## src/rtl/irq_pkg.sv

```systemverilog
package irq_pkg;

    // sources, in default priority order (lowest index served first)
    localparam int NUM_SRC     = 15;
    localparam int SRC_IDX_W   = 4;
    localparam int PC_WIDTH    = 12;
    localparam int NUM_ANALOG  = 5;

    localparam int SRC_OVP     = 0;
    localparam int SRC_CMP1    = 1;
    localparam int SRC_PPG_INT = 2;
    localparam int SRC_TIMER0  = 3;
    localparam int SRC_CONV    = 4;
    localparam int SRC_CMP2    = 5;
    localparam int SRC_CMP3    = 6;
    localparam int SRC_LOW_SUP = 7;
    localparam int SRC_TIMER1  = 8;
    localparam int SRC_TIMER2  = 9;
    localparam int SRC_MEM_WR  = 10;
    localparam int SRC_P_TIMER = 11;
    localparam int SRC_P_CMP   = 12;
    localparam int SRC_P_RETRG = 13;
    localparam int SRC_SERIAL  = 14;

    // analog level lines, all asynchronous to ref_clk_i
    localparam int ANA_OVP     = 0;
    localparam int ANA_LOW_SUP = 1;
    localparam int ANA_CMP1    = 2;
    localparam int ANA_CMP2    = 3;
    localparam int ANA_CMP3    = 4;

    // register offsets on the plain register port
    localparam logic [1:0] IRQ_CONTROL_FIRST_OFS  = 2'h0;
    localparam logic [1:0] IRQ_CONTROL_SECOND_OFS = 2'h1;
    localparam logic [1:0] IRQ_CONTROL_THIRD_OFS  = 2'h2;
    localparam logic [1:0] IRQ_CONTROL_FOURTH_OFS = 2'h3;

    localparam logic [7:0] IRQ_CONTROL_RESET = 8'h00;
    localparam int         GIE_BIT           = 0;

    // vector table: entry n sits at base + n * step
    localparam int VECTOR_BASE = 'h004;
    localparam int VECTOR_STEP = 'h004;

    typedef struct packed {
        logic                call;
        logic                pop;
        logic [PC_WIDTH-1:0] vector;
        logic [PC_WIDTH-1:0] push_pc;
    } core_req_type;

endpackage

```

## src/rtl/vectored_interrupt_controller.sv

```systemverilog
// How it works
// - any trigger sets its request flag, whatever the enables hold
// - a set flag is taken only while its own enable is 1
// - global enable at 0 blocks every source
// - on taking, push next-instruction address, then load the source vector
// - every source has its own vector address
// - taking an interrupt clears the global enable
// - triggers during service still set flags, which stay pending
// - nothing is taken while the stack is full
// - return-from-interrupt pops the saved address
// - a flag being set wakes the device from sleep or idle
// - over-voltage flag set when protection input exceeds reference
// - each comparator flag set when its output changes state
// - conversion flag set when a conversion finishes
// - memory write flag set when a write cycle ends
// - low-supply flag set when the detector reports low supply
// - servicing clears only the served source's flag
// - third control register: flags bits 7-4, enables 3-0, reset 0
// - fourth control register: flags bits 7-4, enables 3-0, reset 0
// - return-from-interrupt sets the global enable; plain return does not
// - wake follows a flag's rising edge, independent of all enables
//
// Implementation choices: the register addresses and the strobed register port.
`timescale 1ns/1ps
module vectored_interrupt_controller
    import irq_pkg::*;
#(
    parameter bit LOW_INDEX_FIRST = 1'b1
) (
    // clock and reset
    input  wire logic                          ref_clk_i,
    input  wire logic                          resetn_i,
    // register port
    input  wire logic [1:0]                    reg_addr_i,
    input  wire logic [7:0]                    reg_wdata_i,
    input  wire logic                          reg_wr_i,
    input  wire logic                          reg_rd_i,
    output logic      [7:0]                    reg_rdata_o,
    // processor core and stack
    input  wire logic [irq_pkg::PC_WIDTH-1:0]  pc_i,
    input  wire logic                          core_ready_i,
    input  wire logic                          stack_full_i,
    input  wire logic                          return_from_interrupt_i,
    input  wire logic                          ret_i,
    output irq_pkg::core_req_type              core_o,
    output logic                               wake_o,
    // peripheral event pulses, same clock
    input  wire logic [2:0]                    timer_ovf_i,
    input  wire logic                          conversion_done_i,
    input  wire logic                          mem_write_done_i,
    input  wire logic [3:0]                    pulse_events_i,
    input  wire logic                          serial_bus_event_i,
    // analog levels, asynchronous
    input  wire logic [irq_pkg::NUM_ANALOG-1:0] analog_level_i
);
    import irq_pkg::*;

    logic [NUM_SRC-1:0]    flags_reg;
    logic [NUM_SRC-1:0]    flags_next;
    logic [NUM_SRC-1:0]    enables_reg;
    logic [NUM_SRC-1:0]    enables_next;
    logic                  gie_reg;
    logic                  gie_next;
    logic [7:0]            rdata_reg;
    logic [7:0]            rdata_next;
    logic                  wake_reg;
    core_req_type          core_reg;
    core_req_type          core_next;
    logic [NUM_ANALOG-1:0] meta_reg;
    logic [NUM_ANALOG-1:0] sync_reg;
    logic [NUM_ANALOG-1:0] prev_reg;

    // two-flop synchronisers; only sync_reg/prev_reg feed logic
    genvar g;
    generate
        for (g = 0; g < NUM_ANALOG; g++) begin : gen_sync
            always_ff @(posedge ref_clk_i or negedge resetn_i) begin
                if (!resetn_i) begin
                    meta_reg[g] <= 1'b0;
                    sync_reg[g] <= 1'b0;
                    prev_reg[g] <= 1'b0;
                end else begin
                    meta_reg[g] <= analog_level_i[g];
                    sync_reg[g] <= meta_reg[g];
                    prev_reg[g] <= sync_reg[g];
                end
            end
        end
    endgenerate

    wire [NUM_ANALOG-1:0] ana_rise   = sync_reg & ~prev_reg;
    wire [NUM_ANALOG-1:0] ana_change = sync_reg ^ prev_reg;

    // trigger conditions per source
    logic [NUM_SRC-1:0] events;
    assign events[SRC_OVP]     = ana_rise[ANA_OVP];
    assign events[SRC_CMP1]    = ana_change[ANA_CMP1];
    assign events[SRC_CMP2]    = ana_change[ANA_CMP2];
    assign events[SRC_CMP3]    = ana_change[ANA_CMP3];
    assign events[SRC_LOW_SUP] = ana_rise[ANA_LOW_SUP];
    assign events[SRC_CONV]    = conversion_done_i;
    assign events[SRC_MEM_WR]  = mem_write_done_i;
    assign events[SRC_TIMER0]  = timer_ovf_i[0];
    assign events[SRC_TIMER1]  = timer_ovf_i[1];
    assign events[SRC_TIMER2]  = timer_ovf_i[2];
    assign events[SRC_PPG_INT] = pulse_events_i[0];
    assign events[SRC_P_TIMER] = pulse_events_i[1];
    assign events[SRC_P_CMP]   = pulse_events_i[2];
    assign events[SRC_P_RETRG] = pulse_events_i[3];
    assign events[SRC_SERIAL]  = serial_bus_event_i;

    // register decode
    wire wr_first  = reg_wr_i && (reg_addr_i == IRQ_CONTROL_FIRST_OFS);
    wire wr_second = reg_wr_i && (reg_addr_i == IRQ_CONTROL_SECOND_OFS);
    wire wr_third  = reg_wr_i && (reg_addr_i == IRQ_CONTROL_THIRD_OFS);
    wire wr_fourth = reg_wr_i && (reg_addr_i == IRQ_CONTROL_FOURTH_OFS);

    wire [NUM_SRC-1:0] sw_mask = {{4{wr_fourth}}, {4{wr_third}}, {4{wr_second}},
                                  {3{wr_first}}};
    wire [NUM_SRC-1:0] sw_flag = {reg_wdata_i[7:4], reg_wdata_i[7:4], reg_wdata_i[7:4],
                                  reg_wdata_i[6:4]};
    wire [NUM_SRC-1:0] sw_en   = {reg_wdata_i[3:0], reg_wdata_i[3:0], reg_wdata_i[3:0],
                                  reg_wdata_i[3:1]};

    wire [7:0] ctrl_first  = {1'b0, flags_reg[2:0], enables_reg[2:0], gie_reg};
    wire [7:0] ctrl_second = {flags_reg[6:3], enables_reg[6:3]};
    wire [7:0] ctrl_third  = {flags_reg[10:7], enables_reg[10:7]};
    wire [7:0] ctrl_fourth = {flags_reg[14:11], enables_reg[14:11]};

    // priority pick; order chosen at build time
    function automatic logic [SRC_IDX_W-1:0] pick(input logic [NUM_SRC-1:0] req);
        logic [SRC_IDX_W-1:0] w;
        w = '0;
        for (int i = 0; i < NUM_SRC; i++) begin
            if (LOW_INDEX_FIRST) begin
                if (req[NUM_SRC-1-i]) begin
                    w = SRC_IDX_W'(NUM_SRC-1-i);
                end
            end else begin
                if (req[i]) begin
                    w = SRC_IDX_W'(i);
                end
            end
        end
        return w;
    endfunction

    wire [NUM_SRC-1:0]   pending = flags_reg & enables_reg;
    wire [SRC_IDX_W-1:0] winner  = pick(pending);
    // stack full holds every request off until the core pops
    wire take = gie_reg && (|pending) && !stack_full_i && core_ready_i;
    wire [NUM_SRC-1:0]   take_onehot = take ? (NUM_SRC'(1) << winner) : '0;
    wire [PC_WIDTH-1:0]  vector_addr =
        PC_WIDTH'(VECTOR_BASE + VECTOR_STEP * int'(winner));

    // events win over both software clears and service clears
    assign flags_next = (((flags_reg & ~sw_mask) | (sw_flag & sw_mask))
                         & ~take_onehot)
                        | events;
    assign enables_next = (enables_reg & ~sw_mask) | (sw_en & sw_mask);

    // taking beats a same-cycle return or write so no second call slips in
    assign gie_next = take     ? 1'b0 :
                      return_from_interrupt_i   ? 1'b1 :
                      wr_first ? reg_wdata_i[GIE_BIT] : gie_reg;

    assign rdata_next = !reg_rd_i                               ? 8'h00 :
                        (reg_addr_i == IRQ_CONTROL_FIRST_OFS)  ? ctrl_first :
                        (reg_addr_i == IRQ_CONTROL_SECOND_OFS) ? ctrl_second :
                        (reg_addr_i == IRQ_CONTROL_THIRD_OFS)  ? ctrl_third : ctrl_fourth;

    assign core_next.call    = take;
    assign core_next.pop     = return_from_interrupt_i || ret_i;
    assign core_next.vector  = take ? vector_addr : core_reg.vector;
    assign core_next.push_pc = take ? pc_i : core_reg.push_pc;

    // wake on any rising flag, enables play no part
    wire wake_next = |(flags_next & ~flags_reg);

    always_ff @(posedge ref_clk_i or negedge resetn_i) begin
        if (!resetn_i) begin
            flags_reg   <= '0;
            enables_reg <= '0;
            gie_reg     <= 1'b0;
            rdata_reg   <= IRQ_CONTROL_RESET;
            wake_reg    <= 1'b0;
            core_reg    <= '0;
        end else begin
            flags_reg   <= flags_next;
            enables_reg <= enables_next;
            gie_reg     <= gie_next;
            rdata_reg   <= rdata_next;
            wake_reg    <= wake_next;
            core_reg    <= core_next;
        end
    end

    assign reg_rdata_o = rdata_reg;
    assign core_o      = core_reg;
    assign wake_o      = wake_reg;

    // assertion helpers: register views rebuilt from source numbers
    wire [7:0] third_view  = {flags_reg[SRC_MEM_WR], flags_reg[SRC_TIMER2],
                              flags_reg[SRC_TIMER1], flags_reg[SRC_LOW_SUP],
                              enables_reg[SRC_MEM_WR], enables_reg[SRC_TIMER2],
                              enables_reg[SRC_TIMER1], enables_reg[SRC_LOW_SUP]};
    wire [7:0] fourth_view = {flags_reg[SRC_SERIAL], flags_reg[SRC_P_RETRG],
                              flags_reg[SRC_P_CMP], flags_reg[SRC_P_TIMER],
                              enables_reg[SRC_SERIAL], enables_reg[SRC_P_RETRG],
                              enables_reg[SRC_P_CMP], enables_reg[SRC_P_TIMER]};
    // flags that must survive this edge unless software writes them
    wire [NUM_SRC-1:0] kept_flags   = flags_reg & ~take_onehot;
    // sources that would outrank the winner under the build-time order
    wire [NUM_SRC-1:0] below_winner = ~({NUM_SRC{1'b1}} << winner);
    wire [NUM_SRC-1:0] outrank_mask = LOW_INDEX_FIRST ? below_winner :
                                      (~below_winner & ~(NUM_SRC'(1) << winner));

    a_event_sets_flag: assert property (
        @(posedge ref_clk_i) disable iff (!resetn_i)
        (events != '0) |=> ((flags_reg & $past(events)) == $past(events)))
        else $error("trigger did not set its flag");

    a_disabled_no_take: assert property (
        @(posedge ref_clk_i) disable iff (!resetn_i)
        ((flags_reg & enables_reg) == '0) |=> !core_reg.call)
        else $error("call taken with no enabled pending flag");

    a_global_off_block: assert property (
        @(posedge ref_clk_i) disable iff (!resetn_i)
        !gie_reg |=> !core_reg.call)
        else $error("call taken with global enable low");

    a_push_next_pc: assert property (
        @(posedge ref_clk_i) disable iff (!resetn_i)
        core_reg.call |-> (core_reg.push_pc == $past(pc_i)))
        else $error("pushed address is not the sampled pc");

    a_vector_per_src: assert property (
        @(posedge ref_clk_i) disable iff (!resetn_i)
        core_reg.call |->
            (core_reg.vector == PC_WIDTH'(VECTOR_BASE + VECTOR_STEP * int'($past(winner))))
            && $past(pending[winner]))
        else $error("vector does not match served source");

    a_take_clears_gie: assert property (
        @(posedge ref_clk_i) disable iff (!resetn_i)
        core_reg.call |-> !gie_reg ##1 !core_reg.call)
        else $error("global enable not cleared by taking");

    a_full_stack_hold: assert property (
        @(posedge ref_clk_i) disable iff (!resetn_i)
        stack_full_i |=> !core_reg.call)
        else $error("call taken while stack full");

    a_return_pops: assert property (
        @(posedge ref_clk_i) disable iff (!resetn_i)
        (return_from_interrupt_i && !take) |=> (core_reg.pop && gie_reg))
        else $error("return did not pop and re-enable");

    a_plain_ret_keeps: assert property (
        @(posedge ref_clk_i) disable iff (!resetn_i)
        (ret_i && !return_from_interrupt_i && !gie_reg && !wr_first) |=> (core_reg.pop && !gie_reg))
        else $error("plain return changed global enable");

    a_flag_rise_wakes: assert property (
        @(posedge ref_clk_i) disable iff (!resetn_i)
        ((flags_reg & ~$past(flags_reg)) != '0) |-> wake_o)
        else $error("flag rose without wake");

    a_service_clears: assert property (
        @(posedge ref_clk_i) disable iff (!resetn_i)
        (take && ((events & take_onehot) == '0)) |=>
            ((flags_reg & $past(take_onehot)) == '0))
        else $error("served flag not cleared");

    a_others_untouched: assert property (
        @(posedge ref_clk_i) disable iff (!resetn_i)
        (take && !reg_wr_i && (events == '0)) |=>
            (flags_reg == $past(kept_flags)))
        else $error("service changed another flag");

    // without a write a flag only drops when its own source is served
    a_pending_kept: assert property (
        @(posedge ref_clk_i) disable iff (!resetn_i)
        !reg_wr_i |=> ((flags_reg & $past(kept_flags)) == $past(kept_flags)))
        else $error("pending flag lost");

    a_enabled_winner: assert property (
        @(posedge ref_clk_i) disable iff (!resetn_i)
        take |-> (flags_reg[winner] && enables_reg[winner]))
        else $error("served source not flagged and enabled");

    a_fixed_priority: assert property (
        @(posedge ref_clk_i) disable iff (!resetn_i)
        take |-> ((pending & outrank_mask) == '0))
        else $error("lower-priority source served first");

    a_global_rewrite: assert property (
        @(posedge ref_clk_i) disable iff (!resetn_i)
        (wr_first && !take && !return_from_interrupt_i) |=>
            (gie_reg == $past(reg_wdata_i[GIE_BIT])))
        else $error("global enable write lost");

    // triggers are watched at the second synchroniser flop
    a_ovp_rise_flag: assert property (
        @(posedge ref_clk_i) disable iff (!resetn_i)
        $rose(sync_reg[ANA_OVP]) |=> flags_reg[SRC_OVP])
        else $error("over-voltage rise left flag clear");

    a_low_rise_flag: assert property (
        @(posedge ref_clk_i) disable iff (!resetn_i)
        $rose(sync_reg[ANA_LOW_SUP]) |=> flags_reg[SRC_LOW_SUP])
        else $error("low-supply rise left flag clear");

    // comparators flag both directions, a crossing either way is news
    a_cmp1_change_flag: assert property (
        @(posedge ref_clk_i) disable iff (!resetn_i)
        $changed(sync_reg[ANA_CMP1]) |=> flags_reg[SRC_CMP1])
        else $error("comparator one change left flag clear");

    a_cmp2_change_flag: assert property (
        @(posedge ref_clk_i) disable iff (!resetn_i)
        $changed(sync_reg[ANA_CMP2]) |=> flags_reg[SRC_CMP2])
        else $error("comparator two change left flag clear");

    a_cmp3_change_flag: assert property (
        @(posedge ref_clk_i) disable iff (!resetn_i)
        $changed(sync_reg[ANA_CMP3]) |=> flags_reg[SRC_CMP3])
        else $error("comparator three change left flag clear");

    a_conv_done_flag: assert property (
        @(posedge ref_clk_i) disable iff (!resetn_i)
        conversion_done_i |=> flags_reg[SRC_CONV])
        else $error("conversion end left flag clear");

    a_mem_done_flag: assert property (
        @(posedge ref_clk_i) disable iff (!resetn_i)
        mem_write_done_i |=> flags_reg[SRC_MEM_WR])
        else $error("memory write end left flag clear");

    a_third_layout: assert property (
        @(posedge ref_clk_i) disable iff (!resetn_i)
        (reg_rd_i && (reg_addr_i == IRQ_CONTROL_THIRD_OFS)) |=>
            (reg_rdata_o == $past(third_view)))
        else $error("third control register read wrong");

    a_fourth_layout: assert property (
        @(posedge ref_clk_i) disable iff (!resetn_i)
        (reg_rd_i && (reg_addr_i == IRQ_CONTROL_FOURTH_OFS)) |=>
            (reg_rdata_o == $past(fourth_view)))
        else $error("fourth control register read wrong");

    a_third_write_lands: assert property (
        @(posedge ref_clk_i) disable iff (!resetn_i)
        (wr_third && !take && (events == '0)) |=>
            (third_view == $past(reg_wdata_i)))
        else $error("write to third register lost");

    a_fourth_write_lands: assert property (
        @(posedge ref_clk_i) disable iff (!resetn_i)
        (wr_fourth && !take && (events == '0)) |=>
            (fourth_view == $past(reg_wdata_i)))
        else $error("write to fourth register lost");

    a_wake_needs_rise: assert property (
        @(posedge ref_clk_i) disable iff (!resetn_i)
        wake_o |-> ((flags_reg & ~$past(flags_reg)) != '0))
        else $error("wake without a rising flag");

    a_pop_needs_ret: assert property (
        @(posedge ref_clk_i) disable iff (!resetn_i)
        !(return_from_interrupt_i || ret_i) |=> !core_reg.pop)
        else $error("pop without a return");

    a_core_busy_hold: assert property (
        @(posedge ref_clk_i) disable iff (!resetn_i)
        !core_ready_i |=> !core_reg.call)
        else $error("call forced while core not ready");
endmodule

```

## config.mk

```make
export PLATFORM = sky130hd
export DESIGN_NAME = vectored_interrupt_controller
export DESIGN_NICKNAME = d
export VERILOG_FILES = /design/src/rtl/irq_pkg.sv /design/src/rtl/vectored_interrupt_controller.sv
export SDC_FILE = /design/constraint.sdc
export NUM_CORES = 1
export LEC_CHECK = 0
export BUFFER_PORTS_ARGS = -buffer_cell sky130_fd_sc_hd__buf_4
export CAP_MARGIN = 25
export CORE_MARGIN = 10
export CORE_UTILIZATION = 45
export CTS_CLUSTER_SIZE = 30
export DETAILED_ROUTE_END_ITERATION = 8
export PLACE_DENSITY = 0.71
export RECOVER_POWER = 50
export SYNTH_ARGS = -nofsm -noshare
export SYNTH_HDL_FRONTEND = slang
export SYNTH_SLANG_ARGS = --single-unit
```

## constraint.sdc

```tcl
create_clock -name ref_clk_i -period 2.1 [get_ports ref_clk_i]
set_clock_uncertainty 0.1 [all_clocks]
set_input_delay 0.105 -clock ref_clk_i [delete_from_list [all_inputs] [get_ports ref_clk_i]]
set_output_delay 0.105 -clock ref_clk_i [all_outputs]
set_load 0.005 [all_outputs]
```

==> run metrics <==
status=finished with violations; failing checks=negative setup slack; worst r2r path cells=11; clock slew at reported path FFs=0.08 ns; R2R setup slack=-0.18 ns; GR peak layer=met2; Rel. slew slack=32.30%; critical path type=reg2reg; DRC Markers=0; top_reg_cell synth=dfrtp_1; Distinct cells, synth=63; Hold WC Path Type=in2reg; CTS tree=yes; drt total wl=12,700 um; Port Buffers=72; Pwr Total=4.517 mW; met3 Use GR=5.411%; startpoint types=flop; period utilization=108.6%; H-tree levels=3; flops & latches, synth=74; First-pass DRT Iterations=6; Reg2Reg Capture Point=wake_o; vias in the first global route=3,648; initial antenna violation count=0; EDFF count, synth=0; Final ANT Viol Nets=0; Starting Density=45.81%; vias per inst=5.452; Required @ worst endpoint=2.21 ns; power density over the cells=800.0 nW/um^2; area leader, netlist=dfrtp_1; Tot GR Track Use=19.51%; total gr overflow=0; Synth-to-Final Area Change=50.79%; first-pass GRT wire length=19,370 um; Die Y=111.2 um; Die Area=12,370 sq um; CP max FO=4; # diodes=0; largest net degree at the start of global routing=58; Max VDD drop=397.5 uV; DRT iter0 DRCs=269; Placer Congestion=0.9880; row cnt=33; Pleak=2.637 nW; Least-Margin Pin Slew=1.015 ns; CTS Sinks=74; CTS max path bufs=2; layout net count=592; post-synthesis sequential area ratio=49.45%; Detailed Place HPWL=9023 um; Synth Warn #=0; vias=3,555; Cells on Worst Hold Path=3; layout cells sized above 1=40.77%; Yosys top cell area share=49.45%; Mapped Cells=361; MaxCap Viol Count=0; asr flop ratio synth=100.0%; latest clock arrival within the worst-skew pair=0.34 ns; RSZ-0062 raised after global routing=yes; Post-Syn Area=3745 sq um; PnR worst setup slack=-0.1798 ns; core area=8175 sq um; fin. max-slew vios=0; Die W=111.2 um; GRT met1 Usage=24.13%; Final Hold Fails=0; min cycle time layout=2.280 ns; fmax=438.6 MHz; TNS Setup=-0.7416 ns; DR WL/cell=19.47 um; Avg Cell Area, Syn=10.37 sq um; Final setup viols=20; CTS Root Cell=clkbuf_8; CP endpoint kind=flop; CP arrival=2.39 ns; I/O pin count=80; hold_sp=reg_wdata_i[4]; top post-synthesis cells by area=dfrtp_1 (49%), nand2_1 (7.8%), mux2_2 (3.9%); CTS Buf Count=9; met2 Use GR=31.77%; WHS Endpoint=flags_reg[0]
[worst max-delay path, cell delays in order (launching register included)]
cell,delay (ns)
dfrtp_1,0.40
nand2_1,0.12
a32oi_1,0.31
a21oi_1,0.15
o21ai_1,0.20
nand2_1,0.10
a21oi_2,0.15
ha_1,0.15
and3_4,0.19
nor4_1,0.05
nor2_1,0.11
nand4_1,0.12
[layout make-up]
type	instances	area [sq um]
Timing Repair Buffer	180	1501
Multi-Input combinational cell	264	1887
Inverter	13	61.31
Clock inverter	6	82.58
Timing Repair inverter	1	5.005
Clock buffer	9	123.9
Fill cell	610	2529
Tap cell	105	131.4
Sequential cell	74	1854
[Yosys cell counts (all sizes together) (2+ instances only)]
library cell and count:
a2111oi 4, o21ai 11, nand3 3, or2 10, clkbuf 6, a21boi 2
nand3b 5, mux2i 2, and2 11, nor2 22, a22oi 6, nor2b 3
a22o 2, dfrtp 74, o22ai 3, mux2 13, nand2b 9, buf 10
a21oi 22, nand4 2, mux4 6, nor3 6, ha 4, a31oi 5
xnor2 3, o2111ai 2, inv 13, nand2 79, a221o 4, a32o 2
[routing by layer]
layer / wire length (um) / vias to the layer above / part of all wire, %
li1: - / 1623 / -
met1: 5071 / 1726 / 40
met2: 6154 / 168 / 48
met3: 1051 / 38 / 8.3
met4: 418 / 0 / 3.3
met5: 0 / - / 0
[logic make-up (layout without fill, tap and decap cells)]
kind of cell    after synthesis  after routing  synth area share [%]
flops                        74             74                 49.45
mux                          21             21                 8.153
simple gates                155            155                 20.55
other cells                   1              7                0.1001
fa+ha+maj                     4              4                 1.337
xor+xnor                      3              3                0.7018
compound gates               74             74                 15.70
buf+inv                      29            209                 4.009
[placed cells by master, fill, tap and decap left out, drive strengths merged, types with 3 or more instances in the layout]
cell,instances
buf,137
nand2,79
dfrtp,74
dlygate4sd3,36
nor2,22
a21oi,22
clkbuf,16
mux2,13
inv,13
and2,11
o21ai,11
or2,10
nand2b,9
conb,7
mux4,6
nor3,6
a22oi,6
nand3b,5
a31oi,5
a221o,4
clkinv,4
ha,4
a2111oi,4
nand3,3
xnor2,3
nor2b,3
o22ai,3
[worst max-delay path by stage]
stage	startpoint	end	slack (ns)	cells after the start
finish	flop	wake_o	-0.18	11
detailed placement	flop	wake_o	-0.16	11
floorplan	flags_reg[13]	wake_o	-0.05	9
CTS	flop	wake_o	-0.11	9
global route	flop	wake_o	-0.29	10
global placement	flop	wake_o	-0.16	11
[repair_timing]
item / CTS / global route
buffers inserted: 1 / 12
pin swaps: 3 / 16
resized for setup: 7 / 30
hold buffers: 36 / 0
cloned: 0 / 2
setup endpoints to repair: 6 / 15
endpoints found under the hold margin: 127 / 0
[where the power goes]
part	internal, mW	leakage, nW	switching, mW	total (mW)
Combinational	0.837	1.68	0.728	1.56
Clock	0.656	0.105	0.517	1.17
Sequential	1.62	0.853	0.157	1.78
Total	3.12	2.64	1.40	4.52
[stage by stage]
step	hold slack [ns]	util (%)	instance area [sq um]	setup slack, ns	instances
after detailed placement	-0.09884	59.41	4857	-0.1586	587
after CTS	0.05189	66.65	5449	-0.1072	639
after global routing	0.08410	69.07	5647	-0.2910	652
final	0.06126	69.07	5647	-0.1798	652
after global placement	-0.1048	59.41	4857	-0.1555	587
after floorplan	-0.2906	-	3816	-0.04666	367
No activity file was read; power rests on OpenSTA's default activity.
